==> config.mk <==
export PLATFORM = sky130hd
export DESIGN_NAME = htp_top
export DESIGN_NICKNAME = d
export VERILOG_FILES = /design/src/design/htp_pkg.sv /design/src/design/htp_sync.sv /design/src/design/htp_top.sv
export VERILOG_INCLUDE_DIRS = /design/src /design/src/design
export SDC_FILE = /design/constraint.sdc
export NUM_CORES = 1
export LEC_CHECK = 0
export BUFFER_PORTS_ARGS = -buffer_cell sky130_fd_sc_hd__buf_4
export CAP_MARGIN = 40
export CORE_ASPECT_RATIO = 0.5
export CORE_MARGIN = 3
export CORE_UTILIZATION = 33
export CTS_CLUSTER_DIAMETER = 80
export DETAILED_ROUTE_END_ITERATION = 8
export GPL_TIMING_DRIVEN = 0
export MAX_ROUTING_LAYER = met4
export PLACE_DENSITY = 0.62
export SYNTH_ARGS = -nofsm -noshare
export SYNTH_HDL_FRONTEND = slang
export SYNTH_SLANG_ARGS = --single-unit
==> constraint.sdc <==
create_clock -name mclk -period 3.9 [get_ports mclk]
set_input_delay 0.78 -clock mclk [delete_from_list [all_inputs] [get_ports mclk]]
set_output_delay 0.78 -clock mclk [all_outputs]
set_load 0.005 [all_outputs]
==> src/design/htp_regs.svh <==
// Offsets, field positions, reset values and timing of the hit pulse generator
// Included by the package user; definitions only
`ifndef HTP_REGS_SVH
`define HTP_REGS_SVH

// Register byte offsets
`define HTP_OFS_CTRL 8'h00
`define HTP_OFS_CONFIG 8'h04
`define HTP_OFS_STATUS 8'h08
`define HTP_OFS_ARRIVAL 8'h0c
`define HTP_OFS_WIDTH 8'h10
`define HTP_OFS_CAL 8'h14

// Control fields
`define HTP_CTRL_ENABLE 0
`define HTP_CTRL_SOFT_RESET 1
`define HTP_CTRL_TEST_MODE 2
`define HTP_CTRL_TEST_FIRE 3

// Configuration fields
`define HTP_CFG_THR_LSB 0
`define HTP_CFG_THR_MSB 9
`define HTP_CFG_HYS_LSB 10
`define HTP_CFG_HYS_MSB 11
`define HTP_CFG_BIAS_LSB 12
`define HTP_CFG_BIAS_MSB 14

// Status fields
`define HTP_STAT_BUSY 0
`define HTP_STAT_VALID 1
`define HTP_STAT_MISSED 2

// Reset values
`define HTP_ENABLE_RST 1'b1
`define HTP_THR_RST 10'h000
`define HTP_HYS_RST 2'h0
`define HTP_BIAS_RST 3'h0

// Accepted input bias codes
`define HTP_BIAS_A 3'h0
`define HTP_BIAS_B 3'h1
`define HTP_BIAS_C 3'h3
`define HTP_BIAS_D 3'h7

// Timing
`define HTP_CLK_PERIOD_PS 4000
`define HTP_WINDOW_PS 6250
`define HTP_TEST_PULSE_PS 12500
`define HTP_FIRST_GAP_CYC 4'h4
`define HTP_STAMP_MAX 8'hff

`endif

==> src/design/htp_pkg.sv <==
// Types shared by the hit pulse generator
// Register map and timing live in htp_regs.svh
package htp_pkg;

    typedef struct packed {
        logic [9:0] threshold;
        logic [1:0] hysteresis;
        logic [2:0] inputBiasSelect;
    } htp_cfg_t;

    typedef struct packed {
        logic [7:0] arrivalTime;
        logic [7:0] pulseWidth;
        logic [7:0] calibration;
    } htp_words_t;

    typedef struct packed {
        logic read;
        logic write;
        logic [7:0] address;
        logic [31:0] writedata;
    } htp_av_req_t;

    typedef enum logic [0:0] {
        HTP_IDLE,
        HTP_MEASURE
    } htp_state_t;

endpackage

==> src/design/htp_sync.sv <==
// Three-stage synchroniser for pins from outside the mclk domain
// Assumes mclk free-running; output follows once stages two and three agree
`timescale 1ns/10ps
`default_nettype none
module htp_sync #(
    parameter int WIDTH = 2
) (
    // Clock and reset
    input wire logic mclk,
    input wire logic rstn,
    // Pins and clean levels
    input wire logic [WIDTH-1:0] din,
    output var logic [WIDTH-1:0] dout
);

    genvar i;
    generate
        for (i = 0; i < WIDTH; i++) begin : g_bit
            logic ff1;
            logic ff2;
            logic ff3;
            always_ff @(posedge mclk) begin
                if (!rstn) begin
                    ff1 <= 1'b0;
                    ff2 <= 1'b0;
                    ff3 <= 1'b0;
                    dout[i] <= 1'b0;
                end else begin
                    ff1 <= din[i];
                    ff2 <= ff1;
                    ff3 <= ff2;
                    if (ff2 == ff3) begin
                        dout[i] <= ff3;
                    end
                end
            end
        end
    endgenerate

endmodule
`default_nettype wire

==> src/design/htp_top.sv <==
// Hit pulse generator, stamp capture and encoders of a pixel time digitizer
// Assumes hit and gated clock pins asynchronous to mclk; Avalon-MM slave
//
// The register addresses and the Avalon-MM slave port are this design's own decisions.
`timescale 1ns/10ps
`default_nettype none
`include "htp_regs.svh"
module htp_top
    import htp_pkg::*;
#(
    parameter int STAMP_STEP_PS = `HTP_CLK_PERIOD_PS
) (
    // Clock and reset
    input wire logic mclk,
    input wire logic rstn,
    // Register bus
    input wire htp_av_req_t avReq,
    output var logic [31:0] avReaddata,
    output var logic avWaitrequest,
    // Analog front end pins
    input wire logic hitIn,
    input wire logic gatedClkIn,
    // Delay line drive
    output var logic start,
    output var logic arrivalSampleClock,
    output var logic widthSampleClock,
    // Front end settings and data words
    output var htp_cfg_t cfg,
    output var htp_words_t words
);

    localparam int WINDOW_CYC_RAW = `HTP_WINDOW_PS / `HTP_CLK_PERIOD_PS;
    localparam int WINDOW_CYC = (WINDOW_CYC_RAW < 1) ? 1 : WINDOW_CYC_RAW;
    localparam int TEST_CYC_RAW = `HTP_TEST_PULSE_PS / `HTP_CLK_PERIOD_PS;
    localparam int TEST_CYC = (TEST_CYC_RAW < 1) ? 1 : TEST_CYC_RAW;
    localparam logic [3:0] WINDOW_LIM = 4'(WINDOW_CYC);
    localparam logic [3:0] TEST_LIM = 4'(TEST_CYC);

    // Bias codes other than the four legal ones are refused
    function automatic logic biasLegal(input logic [2:0] code);
        biasLegal = (code == `HTP_BIAS_A) || (code == `HTP_BIAS_B) ||
            (code == `HTP_BIAS_C) || (code == `HTP_BIAS_D);
    endfunction

    // Control and status state
    logic enable;
    logic testMode;
    logic dataValid;
    logic missed;
    htp_state_t state;

    // Synchronised pins
    logic [1:0] pinLevel;
    htp_sync #(.WIDTH(2)) htp_sync_i (
        .mclk(mclk),
        .rstn(rstn),
        .din({gatedClkIn, hitIn}),
        .dout(pinLevel)
    );

    // Bus decode
    wire busReq = avReq.read | avReq.write;
    wire accept = busReq & ~avWaitrequest;
    wire wrEn = accept & avReq.write;
    wire selCtrl = avReq.address == `HTP_OFS_CTRL;
    wire selCfg = avReq.address == `HTP_OFS_CONFIG;
    wire selStat = avReq.address == `HTP_OFS_STATUS;
    wire selArr = avReq.address == `HTP_OFS_ARRIVAL;
    wire selWid = avReq.address == `HTP_OFS_WIDTH;
    wire selCal = avReq.address == `HTP_OFS_CAL;
    wire wrCtrl = wrEn & selCtrl;
    wire wrCfg = wrEn & selCfg;
    wire wrStat = wrEn & selStat;
    wire softReset = wrCtrl & avReq.writedata[`HTP_CTRL_SOFT_RESET];
    wire testFire = wrCtrl & avReq.writedata[`HTP_CTRL_TEST_FIRE];
    wire [2:0] biasWr = avReq.writedata[`HTP_CFG_BIAS_MSB:`HTP_CFG_BIAS_LSB];
    wire busy = state == HTP_MEASURE;

    logic [31:0] next_readdata;
    always_comb begin
        next_readdata = 32'h0000_0000;
        if (selCtrl) begin
            next_readdata[`HTP_CTRL_ENABLE] = enable;
            next_readdata[`HTP_CTRL_TEST_MODE] = testMode;
        end else if (selCfg) begin
            next_readdata[14:0] = {cfg.inputBiasSelect, cfg.hysteresis,
                cfg.threshold};
        end else if (selStat) begin
            next_readdata[`HTP_STAT_BUSY] = busy;
            next_readdata[`HTP_STAT_VALID] = dataValid;
            next_readdata[`HTP_STAT_MISSED] = missed;
        end else if (selArr) begin
            next_readdata[7:0] = words.arrivalTime;
        end else if (selWid) begin
            next_readdata[7:0] = words.pulseWidth;
        end else if (selCal) begin
            next_readdata[7:0] = words.calibration;
        end
    end

    // One wait cycle, then answer for one cycle
    always_ff @(posedge mclk) begin
        if (!rstn) begin
            avWaitrequest <= 1'b1;
            avReaddata <= 32'h0000_0000;
        end else begin
            avWaitrequest <= ~(busReq & avWaitrequest);
            if (busReq & avWaitrequest) begin
                avReaddata <= avReq.read ? next_readdata : 32'h0000_0000;
            end
        end
    end

    // Control and configuration registers
    always_ff @(posedge mclk) begin
        if (!rstn) begin
            enable <= `HTP_ENABLE_RST;
            testMode <= 1'b0;
            cfg.threshold <= `HTP_THR_RST;
            cfg.hysteresis <= `HTP_HYS_RST;
            cfg.inputBiasSelect <= `HTP_BIAS_RST;
        end else begin
            if (wrCtrl) begin
                enable <= avReq.writedata[`HTP_CTRL_ENABLE];
                testMode <= avReq.writedata[`HTP_CTRL_TEST_MODE];
            end
            if (wrCfg) begin
                cfg.threshold <= avReq.writedata[9:0];
                cfg.hysteresis <= avReq.writedata[11:10];
                if (biasLegal(biasWr)) begin
                    cfg.inputBiasSelect <= biasWr;
                end
            end
        end
    end

    // Internal test pulse in place of the comparator
    logic [3:0] testCnt;
    logic testPulse;
    always_ff @(posedge mclk) begin
        if (!rstn) begin
            testCnt <= 4'h0;
            testPulse <= 1'b0;
        end else if (testFire & ~testPulse) begin
            testCnt <= 4'h1;
            testPulse <= 1'b1;
        end else if (testPulse) begin
            testCnt <= testCnt + 4'h1;
            testPulse <= testCnt < TEST_LIM;
        end
    end

    // Edge detection on clean levels
    wire hitLevel = testMode ? testPulse : pinLevel[0];
    wire gclkLevel = pinLevel[1];
    logic hitPrev;
    logic gclkPrev;
    logic [3:0] gapCnt;
    wire hitRise = hitLevel & ~hitPrev;
    wire hitFall = ~hitLevel & hitPrev;
    wire gRise = gclkLevel & ~gclkPrev;
    wire gFall = ~gclkLevel & gclkPrev;
    wire gFirstRise = gRise & (gapCnt >= `HTP_FIRST_GAP_CYC);
    always_ff @(posedge mclk) begin
        if (!rstn) begin
            hitPrev <= 1'b0;
            gclkPrev <= 1'b0;
            gapCnt <= 4'h0;
        end else begin
            hitPrev <= hitLevel;
            gclkPrev <= gclkLevel;
            if (gRise) begin
                gapCnt <= 4'h0;
            end else if (gapCnt != 4'hf) begin
                gapCnt <= gapCnt + 4'h1;
            end
        end
    end

    // Hit waiting for the window to close at the first clock rise
    logic pending;
    logic pendFell;
    logic [3:0] hitAge;
    wire armed = enable & ~busy;
    wire takeNow = pending & ~hitRise;
    wire startNow = armed & gFirstRise & (takeNow | hitRise);
    wire expire = pending & ~gFirstRise & ((hitAge + 4'h1) >= WINDOW_LIM);
    wire ignoredHit = hitRise & (busy | ~enable);
    always_ff @(posedge mclk) begin
        if (!rstn || softReset || !enable) begin
            pending <= 1'b0;
            pendFell <= 1'b0;
            hitAge <= 4'h0;
        end else if (startNow || expire) begin
            pending <= 1'b0;
            pendFell <= 1'b0;
            hitAge <= 4'h0;
        end else if (hitRise && !busy) begin
            pending <= 1'b1;
            pendFell <= 1'b0;
            hitAge <= 4'h0;
        end else if (pending) begin
            hitAge <= hitAge + 4'h1;
            pendFell <= pendFell | hitFall;
        end
    end

    // Measurement sequence
    logic clkEn;
    logic [1:0] fallCnt;
    logic [1:0] arrRiseCnt;
    logic widthDone;
    logic [7:0] stampCnt;
    logic [7:0] stampArr;
    logic [7:0] stampCal;
    logic [7:0] stampEnd;
    wire fellBefore = hitRise ? 1'b0 : (pendFell | hitFall);
    wire secondFall = clkEn & gFall & (fallCnt == 2'h1);
    wire next_clkEn = startNow | (clkEn & ~secondFall);
    wire next_arrClk = next_clkEn & gclkLevel & enable;
    wire arrEdge = next_arrClk & ~arrivalSampleClock;
    wire next_widClk = enable & ((startNow & fellBefore) |
        (busy & hitFall & ~widthDone));
    wire arrDone = arrRiseCnt == 2'h2;
    wire finish = busy & arrDone & widthDone;
    wire [7:0] stampNow = (stampCnt == `HTP_STAMP_MAX) ? stampCnt :
        stampCnt + 8'h01;
    wire [7:0] stampStart = hitRise ? 8'h01 : {4'h0, hitAge} + 8'h02;

    always_ff @(posedge mclk) begin
        if (!rstn || softReset || !enable) begin
            state <= HTP_IDLE;
            start <= 1'b0;
            clkEn <= 1'b0;
            arrivalSampleClock <= 1'b0;
            widthSampleClock <= 1'b0;
        end else begin
            arrivalSampleClock <= next_arrClk;
            widthSampleClock <= next_widClk;
            clkEn <= next_clkEn;
            if (startNow) begin
                state <= HTP_MEASURE;
                start <= 1'b1;
            end else if (finish) begin
                state <= HTP_IDLE;
                start <= 1'b0;
            end
        end
    end

    // Stamp capture, the counter stands in for the delay line
    always_ff @(posedge mclk) begin
        if (!rstn || softReset || !enable) begin
            fallCnt <= 2'h0;
            arrRiseCnt <= 2'h0;
            widthDone <= 1'b0;
            stampCnt <= 8'h00;
            stampArr <= 8'h00;
            stampCal <= 8'h00;
            stampEnd <= 8'h00;
        end else if (startNow) begin
            fallCnt <= 2'h0;
            arrRiseCnt <= {1'b0, arrEdge};
            widthDone <= next_widClk;
            stampCnt <= stampStart;
            stampArr <= stampStart;
            stampEnd <= stampStart;
        end else if (busy) begin
            stampCnt <= stampNow;
            if (clkEn && gFall && fallCnt != 2'h2) begin
                fallCnt <= fallCnt + 2'h1;
            end
            if (arrEdge && !arrDone) begin
                arrRiseCnt <= arrRiseCnt + 2'h1;
                if (arrRiseCnt == 2'h0) begin
                    stampArr <= stampNow;
                end else begin
                    stampCal <= stampNow;
                end
            end
            if (next_widClk) begin
                widthDone <= 1'b1;
                stampEnd <= stampNow;
            end
        end
    end

    // Encoders and sticky status
    always_ff @(posedge mclk) begin
        if (!rstn) begin
            words <= '0;
            dataValid <= 1'b0;
            missed <= 1'b0;
        end else begin
            if (finish) begin
                words.arrivalTime <= stampArr;
                words.pulseWidth <= stampEnd;
                words.calibration <= stampCal - stampArr;
            end
            if (finish) begin
                dataValid <= 1'b1;
            end else if (wrStat && avReq.writedata[`HTP_STAT_VALID]) begin
                dataValid <= 1'b0;
            end
            if (expire || ignoredHit) begin
                missed <= 1'b1;
            end else if (wrStat && avReq.writedata[`HTP_STAT_MISSED]) begin
                missed <= 1'b0;
            end
        end
    end

    // Checks
    a_start_needs_window: assert property (@(posedge mclk) disable iff (!rstn)
        $rose(start) |-> $past(gFirstRise) && $past(enable))
        else $error("start rose without a window clock edge");
    a_start_drop_done: assert property (@(posedge mclk) disable iff (!rstn)
        $fell(start) && $past(enable) && !$past(softReset)
        |-> $past(arrDone) && $past(widthDone))
        else $error("start dropped before both stamps");
    a_arr_clk_gated: assert property (@(posedge mclk) disable iff (!rstn)
        arrivalSampleClock |-> $past(gclkLevel) && (clkEn || $past(clkEn)))
        else $error("arrival clock without enable");
    a_clken_after_start: assert property (@(posedge mclk) disable iff (!rstn)
        $rose(start) |-> clkEn)
        else $error("clock enable not set with start");
    a_clken_clear: assert property (@(posedge mclk) disable iff (!rstn)
        clkEn && secondFall && !startNow |=> !clkEn)
        else $error("clock enable kept past second fall");
    a_quiet_idle: assert property (@(posedge mclk) disable iff (!rstn)
        !busy && !startNow && !$past(busy) |=> !arrivalSampleClock
        && !widthSampleClock && !start)
        else $error("outputs active without a hit");
    a_disable_hold: assert property (@(posedge mclk) disable iff (!rstn)
        !enable |=> !start && !arrivalSampleClock && !widthSampleClock)
        else $error("outputs active while disabled");
    a_busy_no_restart: assert property (@(posedge mclk) disable iff (!rstn)
        busy && !finish && enable && !softReset
        |=> start && !$rose(start))
        else $error("measurement restarted while busy");
    a_width_once: assert property (@(posedge mclk) disable iff (!rstn)
        widthSampleClock |=> !widthSampleClock)
        else $error("width clock held longer than a cycle");
    a_bias_legal: assert property (@(posedge mclk) disable iff (!rstn)
        biasLegal(cfg.inputBiasSelect))
        else $error("illegal input bias code stored");
    a_test_width: assert property (@(posedge mclk) disable iff (!rstn)
        $rose(testPulse) |-> testPulse [*3] ##1 !testPulse)
        else $error("test pulse width wrong");
    a_valid_sets: assert property (@(posedge mclk) disable iff (!rstn)
        finish |=> dataValid && words.arrivalTime == $past(stampArr))
        else $error("encoded words not latched");

endmodule
`default_nettype wire

* After elaboration in Yosys (flattened, before gate mapping)
Index checks and enable logic that the tools add are counted.
** Word-level totals
- Register bits after elaboration :: 142
- Input bits :: 46
- Output and inout port bits :: 75
- Logic and storage cells :: 204
** Operators by class
- Add/sub/neg operators :: 8
- $lt $le $gt $ge :: 3
- Equality and inequality tests :: 15
- Mux-type cells :: 41
- Bitwise operators :: 56
- Reduce and logical (&&, ||, !) cells :: 40
** Operators by type and width (number)
- 8-bit two-way mux :: 14
- 1-bit bitwise AND :: 33
- 1-bit two-way mux :: 21
- 1-bit inverter :: 17
- 8-bit by 4-bit == test with 1-bit output, second input constant :: 2
- 8-bit by 5-bit == test with 1-bit output, second input constant :: 2
- 2-bit nonzero test :: 8
- 15-bit two-way mux :: 1
- 4-bit by 1-bit adder with 4-bit output, second input constant :: 3
- 12-bit two-way mux :: 1
- 5-bit two-way mux :: 2
- 2-bit AND reduction :: 5
- 8-bit by 1-bit adder with 8-bit output, second input constant :: 1
- 8-bit by 3-bit == test with 1-bit output, second input constant :: 1
- 8-bit == test, second input constant :: 1
- 8-bit logical NOT :: 1
- 2-bit OR reduction :: 4
- 8-bit subtractor :: 1
- 1-bit logical OR :: 7
- 7-bit two-way mux :: 1
- 1-bit logical AND :: 6
- 1-bit OR :: 6
- 4-bit by 2-bit adder with 5-bit output, second input constant :: 1
- 2-bit by 1-bit adder with 2-bit output, second input constant :: 2
- other kinds (18) :: 22

* Logic depth before layout (Yosys ltp)
Gate-level depths: netlist of the first run.
- Depth after elaboration :: 14
- Gate-level depth with buffers :: 8
- Depth with buffers taken out :: 8

* Modules after synthesis
Synthesis of the first run repeated with hierarchy kept, for this count alone.
** Unflattened totals
- Cells, all modules :: 707
- Area, all modules :: 6018.3 um^2
** By module, submodules not included
- htp_top :: instances 1, cells an instance 687, area each 5780.5 um^2, seq. area each 2342.2 um^2
- htp_sync :: instances 1, cells an instance 20, area each 237.7 um^2, seq. area each 160.2 um^2

* Least setup slack after synthesis of the first run
OpenSTA, ideal clock, no wires.
- Path kind :: in2reg
- Start point :: input avReq[36] (netlist name)
- End point :: register cfg[0] (netlist name)
- Setup time :: 119 ps
- Data arrival time :: 2153 ps
- Required time :: 3781 ps
- Slack :: 1628 ps
- Stages on the path :: 6
- Path buffers :: 1
- Cell sequence :: or4_4 > buf_6 > nor2_4 > nand3_2 > o31a_1 > o221a_1
** Between the ends
- Cells in the longest elaborated chain, start to end :: 3
** Ends and longest elaborated chain
- start: declaration :: line htp_top.sv:17 : input wire htp_av_req_t avReq,
- 8-bit by 3-bit == test with 1-bit output (no source line)
- 1-bit bitwise AND :: line htp_top.sv:72 : wire wrCfg = wrEn & selCfg;
- 2-bit AND reduction (no source line)
- end: declaration :: line htp_top.sv:28 : output var htp_cfg_t cfg,
No other way between the ends.
A chain may end at the register's enable or synchronous reset.

* Worst setup path after layout of the first run
- Start point :: input avReq[36] (netlist name)
- End point :: register stampCal[4]
** Between the ends
- Cells in the longest elaborated chain, start to end :: 5
** Ends and longest elaborated chain
- 8-bit logical NOT (no source line)
- 1-bit bitwise AND :: line htp_top.sv:71 : wire wrCtrl = wrEn & selCtrl;
- 1-bit bitwise AND :: line htp_top.sv:74 : wire softReset = wrCtrl & avReq.writedata[`HTP_CTRL_SOFT_RESET];
- 1-bit logical OR (2 in a row) :: line htp_top.sv:253 : if (!rstn || softReset || !enable) begin
- end signal: assignment :: line htp_top.sv:278 : stampCal <= stampNow;
- end: declaration :: line htp_top.sv:215 : logic [7:0] stampCal;
No other way between the ends.

==> impl_metrics.env, run 1 <==
export IMPL_status="complete, no violations"
export IMPL_hold_class="reg2reg"
export IMPL_power_frac_seq_pct=40.7
export IMPL_setup_tns_ns=0
export IMPL_hold_buffers=0
export IMPL_grt_pass1_wl_um=28500
export IMPL_cts_sinks=125
export IMPL_grt_ovfl_total=0
export IMPL_reg2regPathDepth=7
export IMPL_r2r_start="stampCnt[0]$_SDFFE_PP0P_"
export IMPL_crit_path_end_kind="register"
export IMPL_p_switching_uw=656
export IMPL_drt_iter0_drc=362
export IMPL_portBuffers=84
export IMPL_period_share_pct=58.7
export IMPL_wl_per_cell_um=16.8
export IMPL_viasPerCell=5.13
export IMPL_initial_utilization_pct=34.5
export IMPL_min_to="htp_sync_i.g_bit[1].ff2$_SDFF_PN0_"
export IMPL_cp_startpoint="avReq[36]"
export IMPL_synth_simple_gate_area_share_pct=23.1
export IMPL_setup_viol=0
export IMPL_syn_area_per_cell_um2=8.62
export IMPL_leakagePower_nw=3.02
export IMPL_cts_setup_buffers=0
export IMPL_syn_area_mm2=0.00614
export IMPL_period_minus_slack_ns=2.29
export IMPL_seq_area_frac_synth_pct=40.8
export IMPL_hold_path_startpoint="htp_sync_i.g_bit[1].ff1$_SDFF_PN0_"
export IMPL_final_hold_violation_count=0
export IMPL_synth_most_common_cell="dfxtp_1"
export IMPL_gp_congestion=0.910
export IMPL_post_cts_resized=0
export IMPL_clk_latency_ns=0.42
export IMPL_timing_rr_end="stampEnd[1]$_SDFFE_PP0P_"
export IMPL_tritoncts="yes"
export IMPL_path_clk_slew_ns=0.06
export IMPL_synth_compound_area_share_pct=21.6
export IMPL_worst_slew_pin_slew_ns=0.721
export IMPL_drt_total_wl_um=18100
export IMPL_peakVddDrop_v=0.000348
export IMPL_synth_top_area_share_pct=40.8
export IMPL_synthCells=712
export IMPL_cp_max_fo=10
export IMPL_switching_share_pct=20.7
export IMPL_antenna_found_initial=0
export IMPL_grt_max_degree=17
export IMPL_diodes=0
export IMPL_dieHeight_um=102
export IMPL_synth_main_ff_cell="dfxtp_1"
export IMPL_p_int_mw=2.51
export IMPL_num_vias=5533
export IMPL_firstDrtPassIters=5
export IMPL_yosysTopAreaCell="dfxtp_1"
export IMPL_start_kind="input pin"
export IMPL_std_cell_rows=34
export IMPL_root_buffer="clkbuf_16"
export IMPL_drtAntennaViolNets=0
export IMPL_post_synth_mux_area_share_pct=2.95
export IMPL_rsz0062_at_grt="false"
export IMPL_yosys_top_cells_area="dfxtp_1, nand2_1, a21boi_0, a21oi_1, ha_1"
export IMPL_clk_path_buf_depth=2
export IMPL_io_pins=121
export IMPL_critPathKind="in2reg"
export IMPL_nets=895
export IMPL_numCtsBuffers=17
export IMPL_yosys_warnings=0
export IMPL_ys_ff_latch=125
export IMPL_power_density_mw_per_mm2=407
export IMPL_arrival_ns=2.58
export IMPL_min_path_cells=1
export IMPL_maxCapViolations=0
export IMPL_htree_levels=4
export IMPL_synth_edf_count=0
export IMPL_synth_top_family_by_area="simple AND/OR/NAND/NOR gates"
export IMPL_dpl_hpwl_um=13800
export IMPL_max_freq_mhz=437
export IMPL_power_frac_comb_pct=4.1
export IMPL_die_area_mm2=0.0204
export IMPL_die_width_um=199
export IMPL_synthToLayoutAreaGrowth_pct=26.8
export IMPL_route_detailed_drc=0
export IMPL_grt_pass1_vias=5237
export IMPL_yosys_top_cells_count="dfxtp_1, nand2_1, a21oi_1, nor2_1, a21boi_0"
export IMPL_clockPowerShare_pct=55.2
export IMPL_nFillCells=1734
export IMPL_clock_skew_final_ns=0.00683
export IMPL_critical_path_required_ns=4.19
export IMPL_track_usage_pct=18.5
export IMPL_report_final_slew_viol_count=0
export IMPL_synth_xor_area_share_pct=1.71
export IMPL_core_area_mm2=0.0178
export IMPL_synth_cell_types=81
export IMPL_synthAdderAreaFrac_pct=3.79
export IMPL_r2r_slack_ns=1.62
export IMPL_fin_hold_ws_ns=0.433
export IMPL_relSlewSlack_pct=51.7
export IMPL_async_flop_share_pct=0
export IMPL_drive_gt1_share_pct=20.7
power by group through the flow:
stage / clock network [mW] / logic (mW) / registers (mW)
2_1_floorplan: 0 / 0.0740 / 1.32
3_3_place_gp: 0 / 0.126 / 1.32
6_report: 1.75 / 0.129 / 1.29
3_5_place_dp: 0 / 0.127 / 1.32
4_1_cts: 1.77 / 0.127 / 1.29
5_1_grt: 1.83 / 0.141 / 1.29
critical path, cell delays in order:
cell and delay [ns]:
buf_4 0.13, or4_4 0.53, buf_6 0.17, nor3_2 0.21
a31oi_1 0.30, buf_2 0.29, nand3b_1 0.10, o41ai_1 0.06
final cells by class:
cell class	count	area [µm²]	area share, %
Inverter	23	86.3	1.11
Sequential cell	125	2500	32.1
Multi-Input combinational cell	528	3330	42.8
Buffer	52	280	3.60
Clock inverter	8	153	1.96
Tap cell	234	293	3.76
Timing Repair Buffer	84	631	8.10
Clock buffer	24	512	6.57
sequential cells by signal, indices dropped and copies added, names as in the netlist, 4 cells and up:
| name | flops |
|---|---|
| words | 24 |
| avReaddata | 15 |
| cfg | 15 |
| stampArr | 8 |
| stampCal | 8 |
| stampCnt | 8 |
| stampEnd | 8 |
| gapCnt | 4 |
| hitAge | 4 |
| testCnt | 4 |
cells by family after synthesis:
family	after synthesis
flops	125
buf+inv	75
fa+ha+maj	18
xor+xnor	12
simple gates	275
other cells	1
compound gates	189
mux	17
metal layers:
metal / vias to the layer above / wire length, µm / GRT usage (%)
met1: 2629 / 8790 / 24.4
met2: 158 / 7950 / 28.3
met5: - / 0 / -
met3: 20 / 1060 / 4.28
li1: 2726 / - / -
met4: 0 / 299 / 5.61
layout by cell type (no fill, tap or decap), types with 4 or more instances in the layout:
cell type / count
dfxtp_1: 125
nand2_1: 111
buf_4: 101
a21oi_1: 44
nor2_1: 37
a21boi_0: 35
o21ai_0: 28
nand3_1: 26
inv_1: 22
clkbuf_1: 22
nor2b_1: 22
ha_1: 17
conb_1: 17
clkbuf_16: 17
nor3_1: 16
and2_1: 12
mux2i_1: 11
buf_2: 10
a31oi_1: 10
xnor2_1: 9
a22oi_1: 8
o21a_1: 8
o211ai_1: 8
nand2b_1: 6
clkbuf_8: 6
a22o_1: 5
mux2_2: 5
or3_1: 4
a222oi_1: 4
a21boi_1: 4
o22ai_1: 4
nor3b_1: 4
bufinv_16: 4
per-stage QoR:
stage | utilization (%) | cells | setup slack, ns | power [mW] | instance area (µm²)
5_1_grt | 43.8 | 1078 | 1.43 | 3.26 | 7790
4_1_cts | 43.8 | 1078 | 1.62 | 3.18 | 7790
3_5_place_dp | 40.1 | 1046 | 1.20 | 1.44 | 7120
2_1_floorplan | - | 728 | 1.63 | 1.39 | 6200
3_3_place_gp | 40.1 | 1046 | 1.23 | 1.44 | 7120
6_report | 43.8 | 1078 | 1.61 | 3.17 | 7790
worst max-delay path by stage:
stage | end | slack (ns)
after global placement | stampCal[4]$_SDFFE_PP0P_ | 1.23
final | stampCal[4]$_SDFFE_PP0P_ | 1.61
after detailed placement | stampCal[4]$_SDFFE_PP0P_ | 1.20
after global routing | stampEnd[1]$_SDFFE_PP0P_ | 1.43
after CTS | stampCal[4]$_SDFFE_PP0P_ | 1.62
after floorplan | cfg[0]$_SDFFE_PN0P_ | 1.63
(Power assumes the default switching activity.)
==> run 2: changes to the inputs <==
- PLACE_DENSITY: 0.62 -> 0.64
- clock period: 3.9 -> 2.1 ns (I/O delays scaled with it)
==> impl_metrics.env, run 2 (synthesized netlist as in run 1, its figures left out) <==
export IMPL_status="complete, no violations"
export IMPL_drtAntennaViolNets=0
export IMPL_viasPerCell=5.19
export IMPL_leakagePower_nw=2.97
export IMPL_top_regs="words x24, avReaddata x15, cfg x15"
export IMPL_post_dp_cell_area_mm2=0.00712
export IMPL_fin_ws_ns=0.0942
export IMPL_start_kind="register"
export IMPL_period_minus_slack_ns=2.01
export IMPL_root_buffer="clkbuf_16"
export IMPL_cp_startpoint="busy$_SDFFE_PP0P_"
export IMPL_dp_slack_ns=-0.294
export IMPL_largest_reg_flops=24
export IMPL_peakVddDrop_v=0.000490
export IMPL_antenna_found_initial=0
export IMPL_drt_iter0_drc=442
export IMPL_power_mw=5.66
export IMPL_nets=894
export IMPL_max_freq_mhz=499
export IMPL_r2r_start="busy$_SDFFE_PP0P_"
export IMPL_hold_class="in2reg"
export IMPL_r2r_slack_ns=0.09
export IMPL_clock_skew_final_ns=0.00826
export IMPL_maxCapViolations=0
export IMPL_die_area_mm2=0.0204
export IMPL_cts_sinks=125
export IMPL_grt_pass1_vias=5268
export IMPL_grt_max_degree=17
export IMPL_period_share_pct=95.5
export IMPL_power_density_mw_per_mm2=725
export IMPL_rsz0062_at_grt="true"
export IMPL_route_detailed_drc=0
export IMPL_die_width_um=199
export IMPL_dieHeight_um=102
export IMPL_tritoncts="yes"
export IMPL_most_common_layout_cells="dfxtp_1, nand2_1, buf_4"
export IMPL_final_hold_violation_count=0
export IMPL_numCtsBuffers=17
export IMPL_portBuffers=84
export IMPL_synthToLayoutAreaGrowth_pct=27.1
export IMPL_grt_pass1_wl_um=28400
export IMPL_relSlewSlack_pct=60.0
export IMPL_cp_max_fo=10
export IMPL_std_cell_rows=34
export IMPL_worst_slew_pin_slew_ns=0.600
export IMPL_initial_utilization_pct=34.5
export IMPL_finish_utilization_pct=43.9
export IMPL_report_final_slew_viol_count=0
export IMPL_arrival_ns=2.32
export IMPL_timing_rr_end="stampEnd[1]$_SDFFE_PP0P_"
export IMPL_clk_path_buf_depth=2
export IMPL_setup_viol=0
export IMPL_htree_levels=4
export IMPL_crit_path_end_kind="register"
export IMPL_path_clk_slew_ns=0.06
export IMPL_critical_path_endpoint="stampEnd[1]$_SDFFE_PP0P_"
export IMPL_core_area_mm2=0.0178
export IMPL_drive_gt1_share_pct=23.0
export IMPL_firstDrtPassIters=5
export IMPL_regMostFlops="words"
export IMPL_grt_ovfl_total=0
export IMPL_track_usage_pct=18.3
export IMPL_drt_total_wl_um=18100
export IMPL_reg2regPathDepth=6
export IMPL_min_path_cells=2
export IMPL_critical_path_required_ns=2.41
export IMPL_gp_congestion=0.887
export IMPL_clk_latency_ns=0.42
export IMPL_num_vias=5589
export IMPL_io_pins=121
export IMPL_final_area_mm2=0.00780
export IMPL_critPathKind="reg2reg"
export IMPL_dpl_hpwl_um=13700
export IMPL_layout_commonest_cell="dfxtp_1"
export IMPL_diodes=0
export IMPL_wl_per_cell_um=16.8
-- run 2: changes by cell type in the layout (fill, tap and decap cells not counted), moves of 2 or more --
cell,previous run,this run
clkbuf_1,22,19
clkbuf_8,6,1
clkinv_2,0,4
clkinv_4,2,4
dfxtp_1,125,121
dfxtp_2,0,4
ha_1,17,15
ha_2,0,2
mux2i_1,11,9
mux2i_4,0,2
nor2_1,37,33
nor2_2,0,4
-- run 2: layer usage --
metal  global-route usage [%]  vias up  share of wire, %
met1                     24.4     2651                48
met2                     28.1      182                44
met3                     3.66       32               5.7
met4                     5.56        0               2.2
met5                        -        -                 0
li1                         -     2724                 -
-- run 2: layout make-up --
cell class | instances | area (µm²)
multi-input combinational | 528 | 3400
fill | 1731 | 9980
inverter | 23 | 86.3
tap | 234 | 293
buffer | 51 | 278
sequential | 125 | 2510
clock inverter | 14 | 169
clock buffer | 18 | 439
timing repair buffer | 84 | 631
-- run 2: what timing repair did --
item | 4_1_cts | 5_1_grt
setup buffers | 0 | 0
setup endpoints to repair | 16 | 45
hold endpoints to repair | 0 | 0
resized for setup | 8 | 15
hold buffers | 0 | 0
-- run 2: worst min path at each step --
stage                                             from                                  to  slack, ns
floorplan           htp_sync_i.g_bit[0].ff1$_SDFF_PN0_  htp_sync_i.g_bit[0].ff2$_SDFF_PN0_       0.41
global placement    htp_sync_i.g_bit[1].ff1$_SDFF_PN0_  htp_sync_i.g_bit[1].ff2$_SDFF_PN0_       0.42
detailed placement  htp_sync_i.g_bit[0].ff1$_SDFF_PN0_  htp_sync_i.g_bit[0].ff2$_SDFF_PN0_       0.42
CTS                                              hitIn  htp_sync_i.g_bit[0].ff1$_SDFF_PN0_       0.20
global route                                     hitIn  htp_sync_i.g_bit[0].ff1$_SDFF_PN0_       0.21
finish                                           hitIn  htp_sync_i.g_bit[0].ff1$_SDFF_PN0_       0.21
-- run 2: worst max-delay path, cell delays in order, from the launching register on --
cell,delay [ns]
dfxtp_1,0.32
clkbuf_2,0.21
inv_2,0.15
or4_4,0.59
o22ai_4,0.27
nor2_1,0.13
a2bb2o_4,0.23
-- run 2: power by group --
group | switching [mW] | internal, mW | total [mW]
registers | 0.0103 | 2.38 | 2.39
logic | 0.139 | 0.103 | 0.242
clock network | 1.13 | 1.90 | 3.02
total | 1.27 | 4.38 | 5.66
-- run 2: through the flow --
stage	hold WS, ns	std cells	setup TNS (ns)
5_1_grt	0.208	1077	-0.0389
6_report	0.211	1077	0
2_1_floorplan	0.412	728	0
4_1_cts	0.205	1077	0
3_5_place_dp	0.424	1046	-8.72
3_3_place_gp	0.417	1046	-8.77
==> run 3: changes to the inputs <==
- ABC_AREA: default -> 1
==> impl_metrics.env, run 3 <==
export IMPL_status="complete, no violations"
export IMPL_hold_buffers=0
export IMPL_p_int_mw=4.77
export IMPL_cts_sinks=125
export IMPL_dpl_hpwl_um=12700
export IMPL_num_vias=5691
export IMPL_power_mw=6.03
export IMPL_numCtsBuffers=17
export IMPL_yosys_top_cells_count="nand2_1, dfxtp_1, nor2_1, inv_1, a21oi_1"
export IMPL_syn_area_mm2=0.00605
export IMPL_wl_per_cell_um=14.2
export IMPL_worst_slew_pin_slew_ns=0.648
export IMPL_core_area_mm2=0.0177
export IMPL_route_met3_wl_um=836
export IMPL_power_frac_seq_pct=39.6
export IMPL_firstDrtPassIters=6
export IMPL_critPathKind="reg2reg"
export IMPL_synth_edf_count=0
export IMPL_dieHeight_um=102
export IMPL_nets=1005
export IMPL_hold_class="in2reg"
export IMPL_largest_reg_flops=24
export IMPL_syn_area_per_cell_um2=7.37
export IMPL_async_flop_share_pct=0
export IMPL_portBuffers=85
export IMPL_post_cts_resized=0
export IMPL_period_minus_slack_ns=1.91
export IMPL_drt_met1_wl_um=8170
export IMPL_root_buffer="clkbuf_16"
export IMPL_ys_ff_latch=125
export IMPL_top_regs="words x24, avReaddata x15, cfg x15"
export IMPL_maxCapViolations=0
export IMPL_path_clk_slew_ns=0.06
export IMPL_grt_max_degree=17
export IMPL_grt_pass1_wl_um=26900
export IMPL_drtAntennaViolNets=0
export IMPL_yosysTopAreaCell="dfxtp_1"
export IMPL_htree_levels=4
export IMPL_antenna_found_initial=0
export IMPL_report_final_slew_viol_count=0
export IMPL_die_width_um=198
export IMPL_synth_most_common_cell="nand2_1"
export IMPL_cts_setup_buffers=0
export IMPL_max_freq_mhz=524
export IMPL_arrival_ns=2.21
export IMPL_io_pins=121
export IMPL_cp_max_fo=10
export IMPL_drive_gt1_share_pct=19.8
export IMPL_synth_cell_types=47
export IMPL_setup_viol=0
export IMPL_die_area_mm2=0.0201
export IMPL_seq_area_frac_synth_pct=41.4
export IMPL_wl_met2_um=7690
export IMPL_switching_share_pct=20.9
export IMPL_yosys_top_cells_area="dfxtp_1, nand2_1, nor2_1, inv_1, a21oi_1"
export IMPL_tritoncts="yes"
export IMPL_synth_top_area_share_pct=41.4
export IMPL_synthCells=821
export IMPL_power_density_mw_per_mm2=780
export IMPL_start_kind="register"
export IMPL_route_detailed_drc=0
export IMPL_std_cell_rows=34
export IMPL_synthToLayoutAreaGrowth_pct=27.9
export IMPL_drt_iter0_drc=387
export IMPL_grt_ovfl_total=0
export IMPL_diodes=0
export IMPL_leakagePower_nw=3.52
export IMPL_most_common_layout_cells="nand2_1, dfxtp_1, nor2_1"
export IMPL_drt_total_wl_um=16900
export IMPL_critical_path_required_ns=2.41
export IMPL_finish_utilization_pct=43.8
export IMPL_viasPerCell=4.79
export IMPL_initial_utilization_pct=34.3
export IMPL_grt_pass1_vias=5309
export IMPL_clk_latency_ns=0.42
export IMPL_regMostFlops="words"
export IMPL_setup_tns_ns=0
export IMPL_synth_main_ff_cell="dfxtp_1"
export IMPL_crit_path_end_kind="register"
export IMPL_p_switching_mw=1.26
export IMPL_relSlewSlack_pct=56.8
export IMPL_clk_path_buf_depth=2
export IMPL_final_hold_violation_count=0
export IMPL_yosys_warnings=0
export IMPL_peakVddDrop_v=0.000639
export IMPL_track_usage_pct=17.5
export IMPL_power_frac_comb_pct=3.7
export IMPL_clock_skew_final_ns=0.00610
export IMPL_clockPowerShare_pct=56.7
export IMPL_gp_congestion=0.880
export IMPL_fin_ws_ns=0.193
export IMPL_rsz0062_at_grt="false"
export IMPL_highest_layer="met4"
export IMPL_dp_slack_ns=0.181
export IMPL_layout_commonest_cell="nand2_1"
export IMPL_period_share_pct=90.8
[run 3: changes by cell type in the layout (fill, tap and decap cells not counted), sizes merged, moves of 10 or more]
cell    delta
mux2i     -10
a21boi    -39
nand2     +57
nor2      +74
nor2b     -22
and2      -12
nor3      -13
o21ai     +55
a21oi     +25
inv       +83
[run 3: critical path, stage by stage (launching register included)]
cell and delay (ns):
dfxtp_1 0.31, inv_1 0.09, ha_1 0.22, inv_1 0.10, nor3_4 0.28, clkinvlp_4 0.29, clkbuf_1 0.29, nor2_1 0.16
nor2_1 0.06
[run 3: path summary, 6_finish.rpt]
check | depth (start not counted) | startpoint | to | slack (ns)
max reg2reg | 8 | arrRiseCnt[0]$_SDFFE_PP0P_ | words[12]$_SDFFE_PN0P_ | 0.19
min | 3 | hitIn | htp_sync_i.g_bit[0].ff1$_SDFF_PN0_ | 0.19
min reg2reg | 2 | htp_sync_i.g_bit[1].ff1$_SDFF_PN0_ | htp_sync_i.g_bit[1].ff2$_SDFF_PN0_ | 0.41
max | 8 | arrRiseCnt[0]$_SDFFE_PP0P_ | words[12]$_SDFFE_PN0P_ | 0.19
[run 3: area by class of cell]
type | count | area (µm²)
plain buffers | 41 | 283
clock buffers | 19 | 453
clock inverters | 13 | 238
fillers | 1788 | 9920
inverters | 108 | 419
multi-input cells | 563 | 2910
flip-flops and latches | 125 | 2500
well taps | 234 | 293
repair buffers | 85 | 638
[run 3: layer usage]
metal  vias up  track usage (%)
li1       2857                -
met1      2676             22.7
met2       141             28.3
met3        17             3.32
met4         0             4.78
met5         -                -
[run 3: power by group through the flow]
stage	logic, mW	registers, mW	clock network (mW)
3_3_place_gp	0.215	2.44	0
5_1_grt	0.248	2.39	3.57
4_1_cts	0.221	2.39	3.45
6_report	0.223	2.39	3.42
3_5_place_dp	0.219	2.44	0
2_1_floorplan	0.132	2.44	0
[run 3: cells by family after synthesis]
group	Yosys count	synth area share, %
flip-flops	125	41.4
buffers and inverters	149	11.5
adder cells (fa/ha/maj)	18	3.85
multiplexers	1	0.165
XOR/XNOR	12	1.74
AND/OR/NAND/NOR	335	25.1
AO/OA/AOI/OAI	180	16.2
other	1	0.0620
[run 3: per-stage QoR]
step	std cells	hold WS, ns	cell area (µm²)
finish	1188	0.194	7740
CTS	1188	0.186	7730
global placement	1156	0.391	7040
floorplan	837	0.390	6110
detailed placement	1156	0.398	7040
global route	1188	0.185	7740
